`config.mk`:
```
export PLATFORM = sky130hd
export DESIGN_NAME = usbemr_responder
export DESIGN_NICKNAME = d
export VERILOG_FILES = /design/src/hw/usbemr_buf.v /design/src/hw/usbemr_responder.v
export VERILOG_INCLUDE_DIRS = /design/src /design/src/hw
export SDC_FILE = /design/constraint.sdc
export NUM_CORES = 1
export LEC_CHECK = 0
export ABC_AREA = 0
export BUFFER_PORTS_ARGS = -buffer_cell sky130_fd_sc_hd__buf_2
export CAP_MARGIN = 10
export CORE_AREA = 5 5 183 185
export CTS_BUF_LIST = sky130_fd_sc_hd__clkbuf_8
export DETAILED_ROUTE_END_ITERATION = 8
export DIE_AREA = 0 0 188 190
export PLACE_DENSITY_LB_ADDON = 0.15
export SLEW_MARGIN = 20
export SYNTH_ARGS = -nofsm -noshare
export SYNTH_HDL_FRONTEND = slang
export SYNTH_SLANG_ARGS = --single-unit
```
`constraint.sdc`:
```
create_clock -name i_sys_clk -period 6.4 [get_ports i_sys_clk]
set_input_delay 0.32 -clock i_sys_clk [delete_from_list [all_inputs] [get_ports i_sys_clk]]
set_output_delay 0.32 -clock i_sys_clk [all_outputs]
set_load 0.02 [all_outputs]
```
`src/hw/usbemr_defs.vh`:
```
// Constants for the USB endpoint mode responder
// Contract
// Control mode 0110: valid SETUP up to 10 bytes is ACKed, stored, mode 0001, interrupt.
// Control endpoint ignores SETUP longer than 10 bytes, no handshake.
// Mode 0110 IN gets zero-length data; host ACK sets flags, mode 0011, interrupt.
// Mode 0110 IN without host ACK changes nothing and raises no interrupt.
// Mode 0110 valid OUT up to 10 bytes gets STALL, mode 0011, interrupt.
// Mode 1011 invalid or oversize OUT is ignored without handshake.
// Mode 1011 valid OUT up to 10 bytes ACKed, stored, mode 0001, interrupt.
// Mode 1001 stall clear: valid OUT within max ACKed, mode 1000, stored, interrupt.
// Mode 1001 ignores IN, oversize OUT and invalid OUT.
// Mode 1001 stall set: valid OUT gets STALL, mode and count unchanged.
// Mode 1000 valid OUT gets NAK, interrupt if enabled; others ignored.
// Mode 1101 stall clear: IN sends buffer; host ACK sets ack, mode 1100, interrupt.
// Mode 1101 without host ACK changes nothing; OUT ignored.
// Mode 1101 stall set: IN gets STALL, no field changes.
// Mode 1100 IN gets NAK, interrupt if enabled; OUT ignored.
// Mode 0000 ignores all traffic to the endpoint.
// Status check OUT is ACKed only when zero length with toggle 1.
// Count-driven IN sends exactly the 4-bit byte count of that endpoint; the code sends the single o_count shared by all endpoints.
// Firmware reloads the mode after each automatic mode change.
`ifndef USBEMR_DEFS_VH
`define USBEMR_DEFS_VH
// ----------------------------------------
// Mode encodings
// ----------------------------------------
`define USBEMR_MODE_DISABLE   4'h0
`define USBEMR_MODE_NAK_IO    4'h1
`define USBEMR_MODE_STAT_OUT  4'h2
`define USBEMR_MODE_STALL_IO  4'h3
`define USBEMR_MODE_STAT_IN   4'h6
`define USBEMR_MODE_ACKO_SIN  4'hb
`define USBEMR_MODE_ACKI_SOUT 4'hf
`define USBEMR_MODE_NAK_OUT   4'h8
`define USBEMR_MODE_ACK_OUT   4'h9
`define USBEMR_MODE_NAK_IN    4'hc
`define USBEMR_MODE_ACK_IN    4'hd
// ----------------------------------------
// Tokens, handshakes, sizes
// ----------------------------------------
`define USBEMR_TOK_SETUP      2'h1
`define USBEMR_TOK_IN         2'h2
`define USBEMR_TOK_OUT        2'h3
`define USBEMR_HS_NONE        3'h0
`define USBEMR_HS_ACK         3'h1
`define USBEMR_HS_NAK         3'h2
`define USBEMR_HS_STALL       3'h3
`define USBEMR_HS_DATA        3'h4
`define USBEMR_CTRL_MAX       4'ha
`define USBEMR_STATUS_CNT     4'h2
`define USBEMR_BUF_DEPTH      8
`endif

```
`src/hw/usbemr_buf.v`:
```
// Endpoint byte buffer with registered read data
`timescale 1ns/1ps
module usbemr_buf
#(
  parameter AW = 5
)
(
  // Clock
  input  wire          i_sys_clk,
  // Write side
  input  wire          i_wr_en,
  input  wire [AW-1:0] i_wr_addr,
  input  wire [7:0]    i_wr_data,
  // Read side
  input  wire [AW-1:0] i_rd_addr,
  output reg  [7:0]    o_rd_data
);
  reg [7:0] mem [0:(1<<AW)-1];

  always @(posedge i_sys_clk)
  begin
    if (i_wr_en)
      mem[i_wr_addr] <= i_wr_data;
    o_rd_data <= mem[i_rd_addr];
  end
endmodule

```
`src/hw/usbemr_responder.v`:
```
// Endpoint mode responder: token decisions, mode/count updates, buffer, interrupt
`timescale 1ns/1ps
`include "usbemr_defs.vh"
module usbemr_responder
#(
  parameter DATA_MAX = 8
)
(
  // Clock and reset
  input  wire       i_sys_clk,
  input  wire       i_reset_n,
  // Token from the serial interface engine
  input  wire       i_tok_valid,
  input  wire [1:0] i_tok_pid,
  input  wire [1:0] i_tok_ep,
  input  wire [3:0] i_rx_count,
  input  wire       i_rx_crc_ok,
  input  wire       i_rx_toggle,
  // Received bytes (stored while the packet arrives)
  input  wire       i_rx_byte_valid,
  input  wire [7:0] i_rx_byte,
  // Host handshake to our data packet
  input  wire       i_host_done,
  input  wire       i_host_ack,
  // Firmware control
  input  wire       i_mode_wr,
  input  wire [1:0] i_mode_ep,
  input  wire [3:0] i_mode_val,
  input  wire       i_stall_wr,
  input  wire [1:0] i_stall_val,
  input  wire       i_count_wr,
  input  wire [3:0] i_count_val,
  input  wire       i_nak_int_en,
  input  wire       i_flags_clr,
  input  wire       i_fw_wr,
  input  wire [4:0] i_fw_addr,
  input  wire [7:0] i_fw_data,
  // Reply to the engine
  output reg  [2:0] o_handshake,
  output reg        o_hs_valid,
  output reg  [3:0] o_tx_count,
  output reg        o_tx_byte_valid,
  output reg  [7:0] o_tx_byte,
  // Status
  output reg  [3:0] o_mode0,
  output reg  [3:0] o_mode1,
  output reg  [3:0] o_mode2,
  output reg        o_setup_rcvd,
  output reg        o_in_rcvd,
  output reg        o_out_rcvd,
  output reg        o_ack_flag,
  output reg        o_data_toggle_flag,
  output reg        o_data_valid,
  output reg  [3:0] o_count,
  output reg        o_irq
);
  // ----------------------------------------
  // Endpoint state
  // ----------------------------------------
  localparam ST_IDLE = 3'b001;
  localparam ST_RX   = 3'b010;
  localparam ST_TX   = 3'b100;

  reg  [2:0] state;
  reg  [1:0] cur_ep;
  reg  [3:0] pend_mode;
  reg        pend_in_flag;
  reg  [3:0] wr_idx;
  reg  [3:0] tx_idx;
  reg  [3:0] tx_left;
  reg        tx_rd_ok;
  wire [7:0] rd_data;
  wire [3:0] cur_mode;
  wire       is_ctrl;
  wire [3:0] lim;
  wire       size_ok;
  wire       valid_pkt;
  wire       stall_on;
  reg  [2:0] next_hs;
  reg        next_upd;
  reg  [3:0] next_mode;
  reg        next_irq;
  reg        next_tx;
  reg        next_txz;
  reg        next_status_ack;
  reg  [1:0] stall_bits;
  wire       rx_store;
  wire [3:0] rx_idx;

  assign cur_mode  = (i_tok_ep == 2'h0) ? o_mode0 : (i_tok_ep == 2'h1) ? o_mode1 : o_mode2;
  assign is_ctrl   = (i_tok_ep == 2'h0);
  assign lim       = is_ctrl ? `USBEMR_CTRL_MAX : DATA_MAX[3:0];
  assign size_ok   = (i_rx_count <= lim);
  assign valid_pkt = size_ok && i_rx_crc_ok;
  assign stall_on  = (i_tok_ep == 2'h1) ? stall_bits[0] : stall_bits[1];
  // Data endpoints let bytes land only in mode 1001 with stall clear, so an armed IN buffer stays intact; the control endpoint stores in every mode but 0000
  assign rx_store  = (state != ST_TX) && !(is_ctrl ? (cur_mode == `USBEMR_MODE_DISABLE) :
                     (cur_mode != `USBEMR_MODE_ACK_OUT || stall_on));
  assign rx_idx    = (state == ST_RX) ? wr_idx : 4'h0;

  // Buffer per endpoint: 8 bytes each at ep*8; junk may land before validity is known
  usbemr_buf #(.AW(5)) u_buf
  (
    .i_sys_clk (i_sys_clk),
    .i_wr_en   (i_fw_wr || (rx_store && i_rx_byte_valid && rx_idx < 4'h8)),
    .i_wr_addr (i_fw_wr ? i_fw_addr : {i_tok_ep, rx_idx[2:0]}),
    .i_wr_data (i_fw_wr ? i_fw_data : i_rx_byte),
    .i_rd_addr ({cur_ep, tx_idx[2:0]}),
    .o_rd_data (rd_data)
  );

  // ----------------------------------------
  // Token decision
  // ----------------------------------------
  always @*
  begin
    next_hs = `USBEMR_HS_NONE;
    next_upd = 1'b0;
    next_mode = cur_mode;
    next_irq = 1'b0;
    next_tx = 1'b0;
    next_txz = 1'b0;
    next_status_ack = 1'b0;
    if (is_ctrl && cur_mode != `USBEMR_MODE_DISABLE && i_tok_pid == `USBEMR_TOK_SETUP)
    begin
      if (valid_pkt)
      begin
        next_hs = `USBEMR_HS_ACK;
        next_upd = 1'b1;
        next_mode = `USBEMR_MODE_NAK_IO;
        next_irq = 1'b1;
      end
    end
    else if (is_ctrl)
    begin
      case (cur_mode)
        `USBEMR_MODE_NAK_IO:
          if (i_tok_pid == `USBEMR_TOK_IN || valid_pkt)
            next_hs = `USBEMR_HS_NAK;
        `USBEMR_MODE_STALL_IO:
          if (i_tok_pid == `USBEMR_TOK_IN || valid_pkt)
            next_hs = `USBEMR_HS_STALL;
        `USBEMR_MODE_STAT_IN, `USBEMR_MODE_ACKO_SIN:
          if (i_tok_pid == `USBEMR_TOK_IN)
            next_txz = 1'b1;
          else if (valid_pkt && cur_mode == `USBEMR_MODE_STAT_IN)
          begin
            next_hs = `USBEMR_HS_STALL;
            next_mode = `USBEMR_MODE_STALL_IO;
            next_irq = 1'b1;
          end
          else if (valid_pkt)
          begin
            next_hs = `USBEMR_HS_ACK;
            next_upd = 1'b1;
            next_mode = `USBEMR_MODE_NAK_IO;
            next_irq = 1'b1;
          end
        `USBEMR_MODE_STAT_OUT, `USBEMR_MODE_ACKI_SOUT:
          if (i_tok_pid == `USBEMR_TOK_IN && cur_mode == `USBEMR_MODE_ACKI_SOUT)
            next_tx = 1'b1;
          else if (i_tok_pid == `USBEMR_TOK_IN)
          begin
            next_hs = `USBEMR_HS_STALL;
            next_mode = `USBEMR_MODE_STALL_IO;
            next_irq = 1'b1;
          end
          else if (valid_pkt && i_rx_count == `USBEMR_STATUS_CNT && i_rx_toggle)
          begin
            next_hs = `USBEMR_HS_ACK;
            next_status_ack = 1'b1;
            next_mode = `USBEMR_MODE_STAT_OUT;
            next_irq = 1'b1;
          end
          else if (valid_pkt)
          begin
            next_hs = `USBEMR_HS_STALL;
            next_mode = `USBEMR_MODE_STALL_IO;
            next_irq = 1'b1;
          end
        default:
          next_hs = `USBEMR_HS_NONE;
      endcase
    end
    else
    begin
      case (cur_mode)
        `USBEMR_MODE_ACK_OUT:
          if (i_tok_pid == `USBEMR_TOK_OUT && valid_pkt && stall_on)
            next_hs = `USBEMR_HS_STALL;
          else if (i_tok_pid == `USBEMR_TOK_OUT && valid_pkt)
          begin
            next_hs = `USBEMR_HS_ACK;
            next_upd = 1'b1;
            next_mode = `USBEMR_MODE_NAK_OUT;
            next_irq = 1'b1;
          end
        `USBEMR_MODE_NAK_OUT:
          if (i_tok_pid == `USBEMR_TOK_OUT && valid_pkt)
          begin
            next_hs = `USBEMR_HS_NAK;
            next_irq = i_nak_int_en;
          end
        `USBEMR_MODE_ACK_IN:
          if (i_tok_pid == `USBEMR_TOK_IN && stall_on)
            next_hs = `USBEMR_HS_STALL;
          else if (i_tok_pid == `USBEMR_TOK_IN)
            next_tx = 1'b1;
        `USBEMR_MODE_NAK_IN:
          if (i_tok_pid == `USBEMR_TOK_IN)
          begin
            next_hs = `USBEMR_HS_NAK;
            next_irq = i_nak_int_en;
          end
        default:
          next_hs = `USBEMR_HS_NONE;
      endcase
    end
  end

  // ----------------------------------------
  // Sequencing and register updates
  // ----------------------------------------
  always @(posedge i_sys_clk or negedge i_reset_n)
  begin
    if (!i_reset_n)
    begin
      state <= ST_IDLE;
      cur_ep <= 2'h0;
      pend_mode <= 4'h0;
      pend_in_flag <= 1'b0;
      wr_idx <= 4'h0;
      tx_idx <= 4'h0;
      tx_left <= 4'h0;
      tx_rd_ok <= 1'b0;
      stall_bits <= 2'h0;
      o_handshake <= `USBEMR_HS_NONE;
      o_hs_valid <= 1'b0;
      o_tx_count <= 4'h0;
      o_tx_byte_valid <= 1'b0;
      o_tx_byte <= 8'h00;
      o_mode0 <= `USBEMR_MODE_DISABLE;
      o_mode1 <= `USBEMR_MODE_DISABLE;
      o_mode2 <= `USBEMR_MODE_DISABLE;
      o_setup_rcvd <= 1'b0;
      o_in_rcvd <= 1'b0;
      o_out_rcvd <= 1'b0;
      o_ack_flag <= 1'b0;
      o_data_toggle_flag <= 1'b0;
      o_data_valid <= 1'b0;
      o_count <= 4'h0;
      o_irq <= 1'b0;
    end
    else
    begin
      o_hs_valid <= 1'b0;
      o_irq <= 1'b0;
      o_tx_byte_valid <= 1'b0;
      if (i_flags_clr)
      begin
        o_setup_rcvd <= 1'b0;
        o_in_rcvd <= 1'b0;
        o_out_rcvd <= 1'b0;
        o_ack_flag <= 1'b0;
      end
      if (i_stall_wr)
        stall_bits <= i_stall_val;
      if (i_count_wr)
        o_count <= i_count_val;
      // Firmware re-arms endpoints; a hardware change in the same cycle wins below
      if (i_mode_wr)
        case (i_mode_ep)
          2'h0: o_mode0 <= i_mode_val;
          2'h1: o_mode1 <= i_mode_val;
          default: o_mode2 <= i_mode_val;
        endcase
      case (state)
        ST_IDLE, ST_RX:
          if (i_tok_valid && i_tok_pid != 2'h0)
          begin
            cur_ep <= i_tok_ep;
            wr_idx <= 4'h0;
            tx_idx <= 4'h0;
            o_handshake <= next_hs;
            o_hs_valid <= (next_hs != `USBEMR_HS_NONE) || next_tx || next_txz;
            if (next_tx || next_txz)
            begin
              o_handshake <= `USBEMR_HS_DATA;
              o_tx_count <= next_txz ? 4'h0 : o_count;
              tx_left <= next_txz ? 4'h0 : o_count;
              tx_rd_ok <= 1'b0;
              pend_in_flag <= is_ctrl;
              pend_mode <= is_ctrl ? ((cur_mode == `USBEMR_MODE_STAT_IN) ?
                `USBEMR_MODE_STALL_IO : (cur_mode == `USBEMR_MODE_ACKO_SIN) ?
                `USBEMR_MODE_STALL_IO : `USBEMR_MODE_NAK_IO) : `USBEMR_MODE_NAK_IN;
              state <= ST_TX;
            end
            else
            begin
              state <= ST_IDLE;
              o_irq <= next_irq;
              if (next_mode != cur_mode)
                case (i_tok_ep)
                  2'h0: o_mode0 <= next_mode;
                  2'h1: o_mode1 <= next_mode;
                  default: o_mode2 <= next_mode;
                endcase
              if (next_upd || next_status_ack)
              begin
                o_ack_flag <= 1'b1;
                o_data_valid <= 1'b1;
                o_data_toggle_flag <= next_status_ack ? 1'b1 : i_rx_toggle;
                o_count <= i_rx_count;
                if (i_tok_pid == `USBEMR_TOK_SETUP)
                  o_setup_rcvd <= 1'b1;
                else if (is_ctrl)
                  o_out_rcvd <= 1'b1;
              end
            end
          end
          else if (i_rx_byte_valid)
          begin
            // Bytes precede the token verdict; store them and let junk stand
            state <= ST_RX;
            cur_ep <= i_tok_ep;
            if (state == ST_IDLE)
              wr_idx <= 4'h1;
            else if (wr_idx != 4'hf)
              wr_idx <= wr_idx + 4'h1;
          end
        ST_TX:
        begin
          if (tx_left != 4'h0)
          begin
            tx_rd_ok <= 1'b1;
            tx_idx <= tx_idx + 4'h1;
            tx_left <= tx_left - 4'h1;
          end
          else
            tx_rd_ok <= 1'b0;
          o_tx_byte_valid <= tx_rd_ok;
          o_tx_byte <= rd_data;
          if (i_host_done)
          begin
            state <= ST_IDLE;
            if (i_host_ack)
            begin
              o_ack_flag <= 1'b1;
              o_irq <= 1'b1;
              if (pend_in_flag)
                o_in_rcvd <= 1'b1;
              case (cur_ep)
                2'h0: o_mode0 <= pend_mode;
                2'h1: o_mode1 <= pend_mode;
                default: o_mode2 <= pend_mode;
              endcase
            end
          end
        end
        default:
          state <= ST_IDLE;
      endcase
    end
  end
endmodule

```
==> results.ini, run 1 <==
[synth]
synthAdderAreaFrac = 0.00358
ys_top_cells_by_count = edfxtp_1 (256), nand2_1 (93), mux4_2 (80), nor2_1 (66), dfrtp_1 (61)
synth_cell_type_count = 73
synth_compound_area_frac = 0.0659
yosys.area.top_type = edfxtp_1
async_flop_share = 0.190
synthCells = 868
ys_top_cells_by_area = edfxtp_1 (55%), mux4_2 (13%), dfrtp_1 (11%)
synth_top_area_frac = 0.550
ys_seq_elements = 326
syn_area_per_cell_sq_um = 16.1
yosysSeqAreaShare = 0.673
synth_flop_cell = edfxtp_1
yosysWarnings = 0
synth.net_count = 927
muxShareOfSynthArea = 0.171
yosys.area_share.xor_xnor = 0.00125
netlist_area_sq_um = 14000
synth_edf_count = 256
yosys.area_share.simple = 0.0705
synth_most_common_cell = edfxtp_1
synth_top_family_by_area = multiplexers

[timing]
final.setup_skew_ns = 0.0444
worst_pin_slew_ns = 0.999
tns_ns = 0
finalCritPeriodShare = 0.537
slew_viol_final = 0
max-slew-margin-rel = 0.334
rsz0062_at_grt = false
finalCriticalPeriod_ns = 3.44
max_freq_mhz = 291
hold_viol = 0
finalSetupViolCount = 0

[global_route]
antenna_found_initial = 0
grt-ovfl-total = 0
grtUsageTotal = 0.185
grt_first_pass_wirelength_um = 50400
grt_max_degree = 67
grt_pass1_vias = 8201

[setup_path]
worstPathRequired_ns = 6.61
crit_path_start_kind = flop
cp.arrival_ns = 3.65
crit_slowest_cell = nor2_1
r2r_end = u_buf.mem[10][0]
reg2reg_from = o_mode1[2]
reg2reg_setup_slack_ns = 2.96
criticalPathCategory = reg -> reg
crit_path_end_kind = flop
cp_max_fo = 13
r2r_cells = 8
slowest_delay_ns = 0.78
cp_cell_sequence = mux2i_1, o21a_1, a41oi_1, o22ai_1, a31oi_1, nor2b_1, nand2_1, nor2_1

[final_layout]
diodes = 0
finish.instance_area_sq_um = 16100
nets = 1055
layout-drive-gt1-share = 0.297
syn_to_final_growth_pct = 15.1
fin_util = 0.505

[power]
power_density_nw_per_um2 = 318
vdd_drop_max_v = 0.000137
finalPower_mw = 5.12
leakage_nw = 5.73

[route]
first_pass_iters = 5
drt_iter0_drc = 745
drc = 0
wirelength_um = 33200
routed-via-count = 8154
post_drt_wl_per_cell_um = 22.9
routed_via_density = 5.62
ant_nets = 0

[placed_design]
place_hpwl_um = 22300
dpl_cell_area_sq_um = 14800
place_congestion = 0.907
placement.io_buffers = 94

[worst_hold_path]
whs_path_depth = 2
min_from = i_rx_count[3]
hold_end = o_count[3]
hold_path_class = in -> reg

[clock_network]
numCtsBuffers = 54
clk_pin_slew_ns = 0.06
cts_tree = done
cts_resized = 0
clock_latency_ns = 0.60
numClockSinks = 326
htreeDepth = 2
clockBufferDepth = 3
cts-root-buf = clkbuf_8

[die]
start_util = 0.438
io_pins = 95
die_y_um = 190
coreArea_sq_um = 31900
rows = 66
die-area_sq_um = 35700
die_w_um = 188

[flow_run]
maxCapViolations = 0

[run_status]
status = complete, no violations

-- worst max-delay path: cells and delay by family, from the launching register on --
| kind | cells | cell delay [ns] |
|---|---|---|
| and+or+nand+nor | 3 | 1.32 |
| AOI/OAI and AO/OA | 4 | 1.07 |
| DFF | 1 | 0.40 |
| muxes | 1 | 0.28 |
-- routing by layer --
layer,part of all wire,GRT usage,vias to the layer above
li1,-,-,3696
met1,0.47,0.275,4174
met2,0.46,0.286,240
met3,0.050,0.0323,44
met4,0.016,0.0449,0
met5,0,0,-
-- sequential cells by signal (all words and copies together), names as in the netlist, 2 cells and up --
name             cells
tx_idx               3
u_buf.o_rd_data      8
cur_ep               2
u_buf.mem          256
o_handshake          3
o_mode2              4
o_mode0              4
o_tx_count           4
state                3
tx_left              4
pend_mode            3
o_mode1              4
stall_bits           2
wr_idx               4
o_count              4
o_tx_byte            8
-- layout make-up --
| class | count | area (sq um) |
|---|---|---|
| fill | 2704 | 15800 |
| sequential | 326 | 9410 |
| multi-input combinational | 489 | 4360 |
| clock buffer | 65 | 895 |
| timing repair buffer | 111 | 623 |
| tap | 408 | 510 |
| clock inverter | 37 | 248 |
| inverter | 14 | 52.6 |
-- metrics by stage --
step                      setup slack [ns]  hold WS [ns]  instances
after global routing                  2.72        0.0191       1450
after detailed placement              2.50         0.404       1338
after CTS                             2.95        0.0103       1450
after floorplan                       3.24        0.0244        868
after global placement                2.51         0.403       1338
final                                 2.96        0.0574       1450
-- placed cells by master (no fill, tap or decap), drive strengths merged, types with 8 or more instances in the layout --
cell and instances:
edfxtp 256, buf 101, nand2 93, mux4 80, nor2 66, clkbuf 65
dfrtp 61, o21ai 35, mux2 33, inv 27, a21oi 26, clkinv 21
mux2i 19, nand3 11, nand2b 10, o22ai 10, dlygate4sd3 10, a31oi 8
dfxtp 8, nor3 8
-- what timing repair did --
action	in CTS	in global routing
hold buffers	10	0
setup endpoints to repair	0	0
setup buffers	0	0
hold endpoints to repair	70	0
-- where the power goes --
| group | total, mW | leakage, nW | internal [mW] | switching [mW] |
|---|---|---|---|---|
| registers | 2.51 | 3.16 | 2.42 | 0.0909 |
| clock network | 1.87 | 0.637 | 1.05 | 0.825 |
| logic | 0.731 | 1.93 | 0.284 | 0.447 |
-- how the worst max path moves through the flow --
stage               slack [ns]          endpoint         from  cells after the start
floorplan                 3.24        o_mode1[1]  i_tok_ep[0]                     13
global placement          2.51        o_mode1[1]  i_tok_ep[1]                     12
detailed placement        2.50        o_mode1[1]  i_tok_ep[1]                     12
CTS                       2.95   u_buf.mem[9][0]   o_mode1[2]                      8
global route              2.72  u_buf.mem[10][0]   o_mode1[2]                      8
finish                    2.96  u_buf.mem[10][0]   o_mode1[2]                      8
-- cells by family (layout without fill, tap and decap cells) --
family | count (synthesis) | in the layout
buffers and inverters | 53 | 227
DFF | 326 | 326
xor gates and xnor gates | 2 | 2
and+or+nand+nor | 217 | 217
AOI/OAI and AO/OA | 134 | 134
adders and majority gates | 4 | 4
muxes | 132 | 132
No activity file was read; power rests on OpenSTA's default activity.
==> run 2: changes to the inputs <==
- clock period: 6.4 -> 3.5 ns (I/O delays scaled with it)
==> run 2 against run 1 <==
Utilization grew 1.4 points; register-to-register slack got worse by 2.8 ns; largest power group unchanged; wire length rose by 4.1%; highest routed layer unchanged.
==> results.ini, run 2 (synthesis results as in run 1) <==
[run_status]
status = complete, no violations

[setup_path]
worstPathRequired_ns = 3.94  ; -2.67 ns
crit_path_end_kind = flop
critPathTopFamily = multiplexers
crit_slowest_cell = dlygate4sd3_1
crit_path_start_kind = flop
cp_cell_sequence = mux2_4, mux2i_4, nor3_2, o211ai_2, o31ai_2, nor2_1, nand4_4, mux2i_1, dlygate4sd3_1
slowest_delay_ns = 0.55  ; -0.23 ns
cp.arrival_ns = 3.75  ; +0.10 ns
worst-path-buf-inv = 1  ; +1
criticalPathCategory = reg -> reg
cp_max_fo = 10  ; -3

[final_layout]
fillers = 2690  ; -0.52%
nets = 1112  ; +5.4%
syn_to_final_growth_pct = 18.4
multi_input_area_sq_um = 4370  ; +0.26%
layout-drive-gt1-share = 0.322  ; +0.0255
regMostFlops = u_buf.mem
layout_common_cells = edfxtp_1 (256), buf_2 (94), nand2_1 (93), mux4_2 (80), nor2_1 (66)
layout_commonest_cell = edfxtp_1
diodes = 0  ; unchanged
largest_reg_flops = 256  ; unchanged
reg_top3 = u_buf.mem x256, o_tx_byte x8, u_buf.o_rd_data x8
ff_latch_area_sq_um = 9410  ; unchanged

[power]
finalPower_mw = 9.33  ; +82%
vdd_drop_max_v = 0.000381  ; +180%
leakage_nw = 5.99  ; +4.5%
power_density_nw_per_um2 = 564  ; +77%

[clock_network]
htreeDepth = 2  ; unchanged
numClockSinks = 326  ; unchanged
clockBufferDepth = 3  ; unchanged
numCtsBuffers = 54  ; unchanged
post_cts.repair.setup_buffers = 0  ; unchanged
clk_pin_slew_ns = 0.06  ; about the same
cts-root-buf = clkbuf_8
cts_tree = done
clock_latency_ns = 0.58  ; -0.02 ns

[timing]
finalCriticalPeriod_ns = 3.31  ; -0.128 ns
worst_pin_slew_ns = 0.894  ; -0.105 ns
final.setup_skew_ns = 0.0339  ; -0.0105 ns
holdWs_ns = 0.0561  ; -0.00124 ns
rsz0062_at_grt = false
hold_viol = 0  ; unchanged
finalSetupViolCount = 0  ; unchanged
slew_viol_final = 0  ; unchanged
tns_ns = 0  ; unchanged
max_freq_mhz = 302  ; +3.9%
max-slew-margin-rel = 0.404  ; +0.0700
finalCritPeriodShare = 0.946  ; +0.408

[die]
rows = 66  ; unchanged
die_w_um = 188  ; unchanged
start_util = 0.438  ; unchanged
die-area_sq_um = 35700  ; unchanged
io_pins = 95  ; unchanged
die_y_um = 190  ; unchanged
coreArea_sq_um = 31900  ; unchanged

[global_route]
grt-busiest-layer = met2
grt_max_degree = 42  ; -37%
use_met2 = 0.304  ; +0.0176
grt_util_met3 = 0.0406  ; +0.00826
grtUsageTotal = 0.195  ; +0.0107
gr-usage-met1 = 0.281  ; +0.00566
grt-ovfl-total = 0  ; unchanged
grt_first_pass_wirelength_um = 53400  ; +5.9%
grt_pass1_vias = 8776  ; +7.0%
antenna_found_initial = 0  ; unchanged

[route]
post_drt_wl_per_cell_um = 23.0  ; +0.36%
drc = 0  ; unchanged
drt_iter0_drc = 767  ; +3.0%
routed-via-count = 8336  ; +2.2%
first_pass_iters = 5  ; unchanged
ant_nets = 0  ; unchanged
wirelength_um = 34500  ; +4.1%
routed_via_density = 5.54  ; -1.4%

[placed_design]
placement.io_buffers = 94  ; unchanged
place_congestion = 0.928  ; +2.3%
place_hpwl_um = 23500  ; +5.5%

[flow_run]
maxCapViolations = 0  ; unchanged

[worst_hold_path]
hold_path_class = in -> reg

## run 2: cell count changes in the layout (fill, tap and decap cells not counted), moves of 2 or more
cell	change
buf_4	+43
dlygate4sd3_1	+11
clkbuf_8	-7
buf_12	+3
clkinvlp_4	+3
inv_1	+2
o21a_1	-2
o21a_2	+2
## run 2: final cells by class
type	count	share of cell area
clock buffer	58	0.0482
inverter	14	0.00318
sequential	326	0.568
timing repair buffer	168	0.0675
multi-input combinational	489	0.264
tap	408	0.0309
clock inverter	41	0.0178
## run 2: where the power goes
group | internal, mW | total [mW] | switching (mW)
clock network | 1.84 | 3.35 | 1.51
logic | 0.551 | 1.36 | 0.805
registers | 4.43 | 4.63 | 0.202
total | 6.82 | 9.33 | 2.52
## run 2: worst paths after layout
check / start / endpoint / depth (start not counted) / slack [ns]
setup / recovery: o_mode0[0] / o_count[1] / 9 / 0.19
hold / removal: i_count_wr / o_count[2] / 3 / 0.06
setup reg to reg: o_mode0[0] / o_count[1] / 9 / 0.19
hold reg to reg: u_buf.o_rd_data[1] / o_tx_byte[1] / 2 / 0.41
max in group asynchronous: i_reset_n / o_handshake[1] / 4 / 2.23
min in group asynchronous: i_reset_n / o_mode2[0] / 2 / 0.26
## run 2: timing repair
| action | in CTS | in global routing |
|---|---|---|
| endpoints found under the setup margin | 0 | 1 |
| hold buffers | 21 | 0 |
| endpoints found under the hold margin | 49 | 0 |
| gates resized for setup | 0 | 3 |
## run 2: per-layer routing
layer,share of wire,vias to the layer above
met1,0.45,4190
met4,0.023,0
met3,0.063,66
met5,0,-
li1,-,3800
met2,0.47,280
## run 2: through the flow
stage,utilization,area (sq um),worst slack [ns],cells
final,0.519,16500,0.190,1504
after global placement,0.478,15200,0.258,1384
after floorplan,-,14000,0.485,868
after detailed placement,0.478,15200,0.197,1384
after CTS,0.519,16500,0.0484,1504
after global routing,0.519,16500,0.00930,1504
## run 2: worst reg2reg max path, delay by kind of cell, from the launching register on
family	cells	cell delay [ns]
compound gates	2	0.61
flops	1	0.41
mux	3	0.84
simple gates	3	0.75
buf+inv	1	0.55
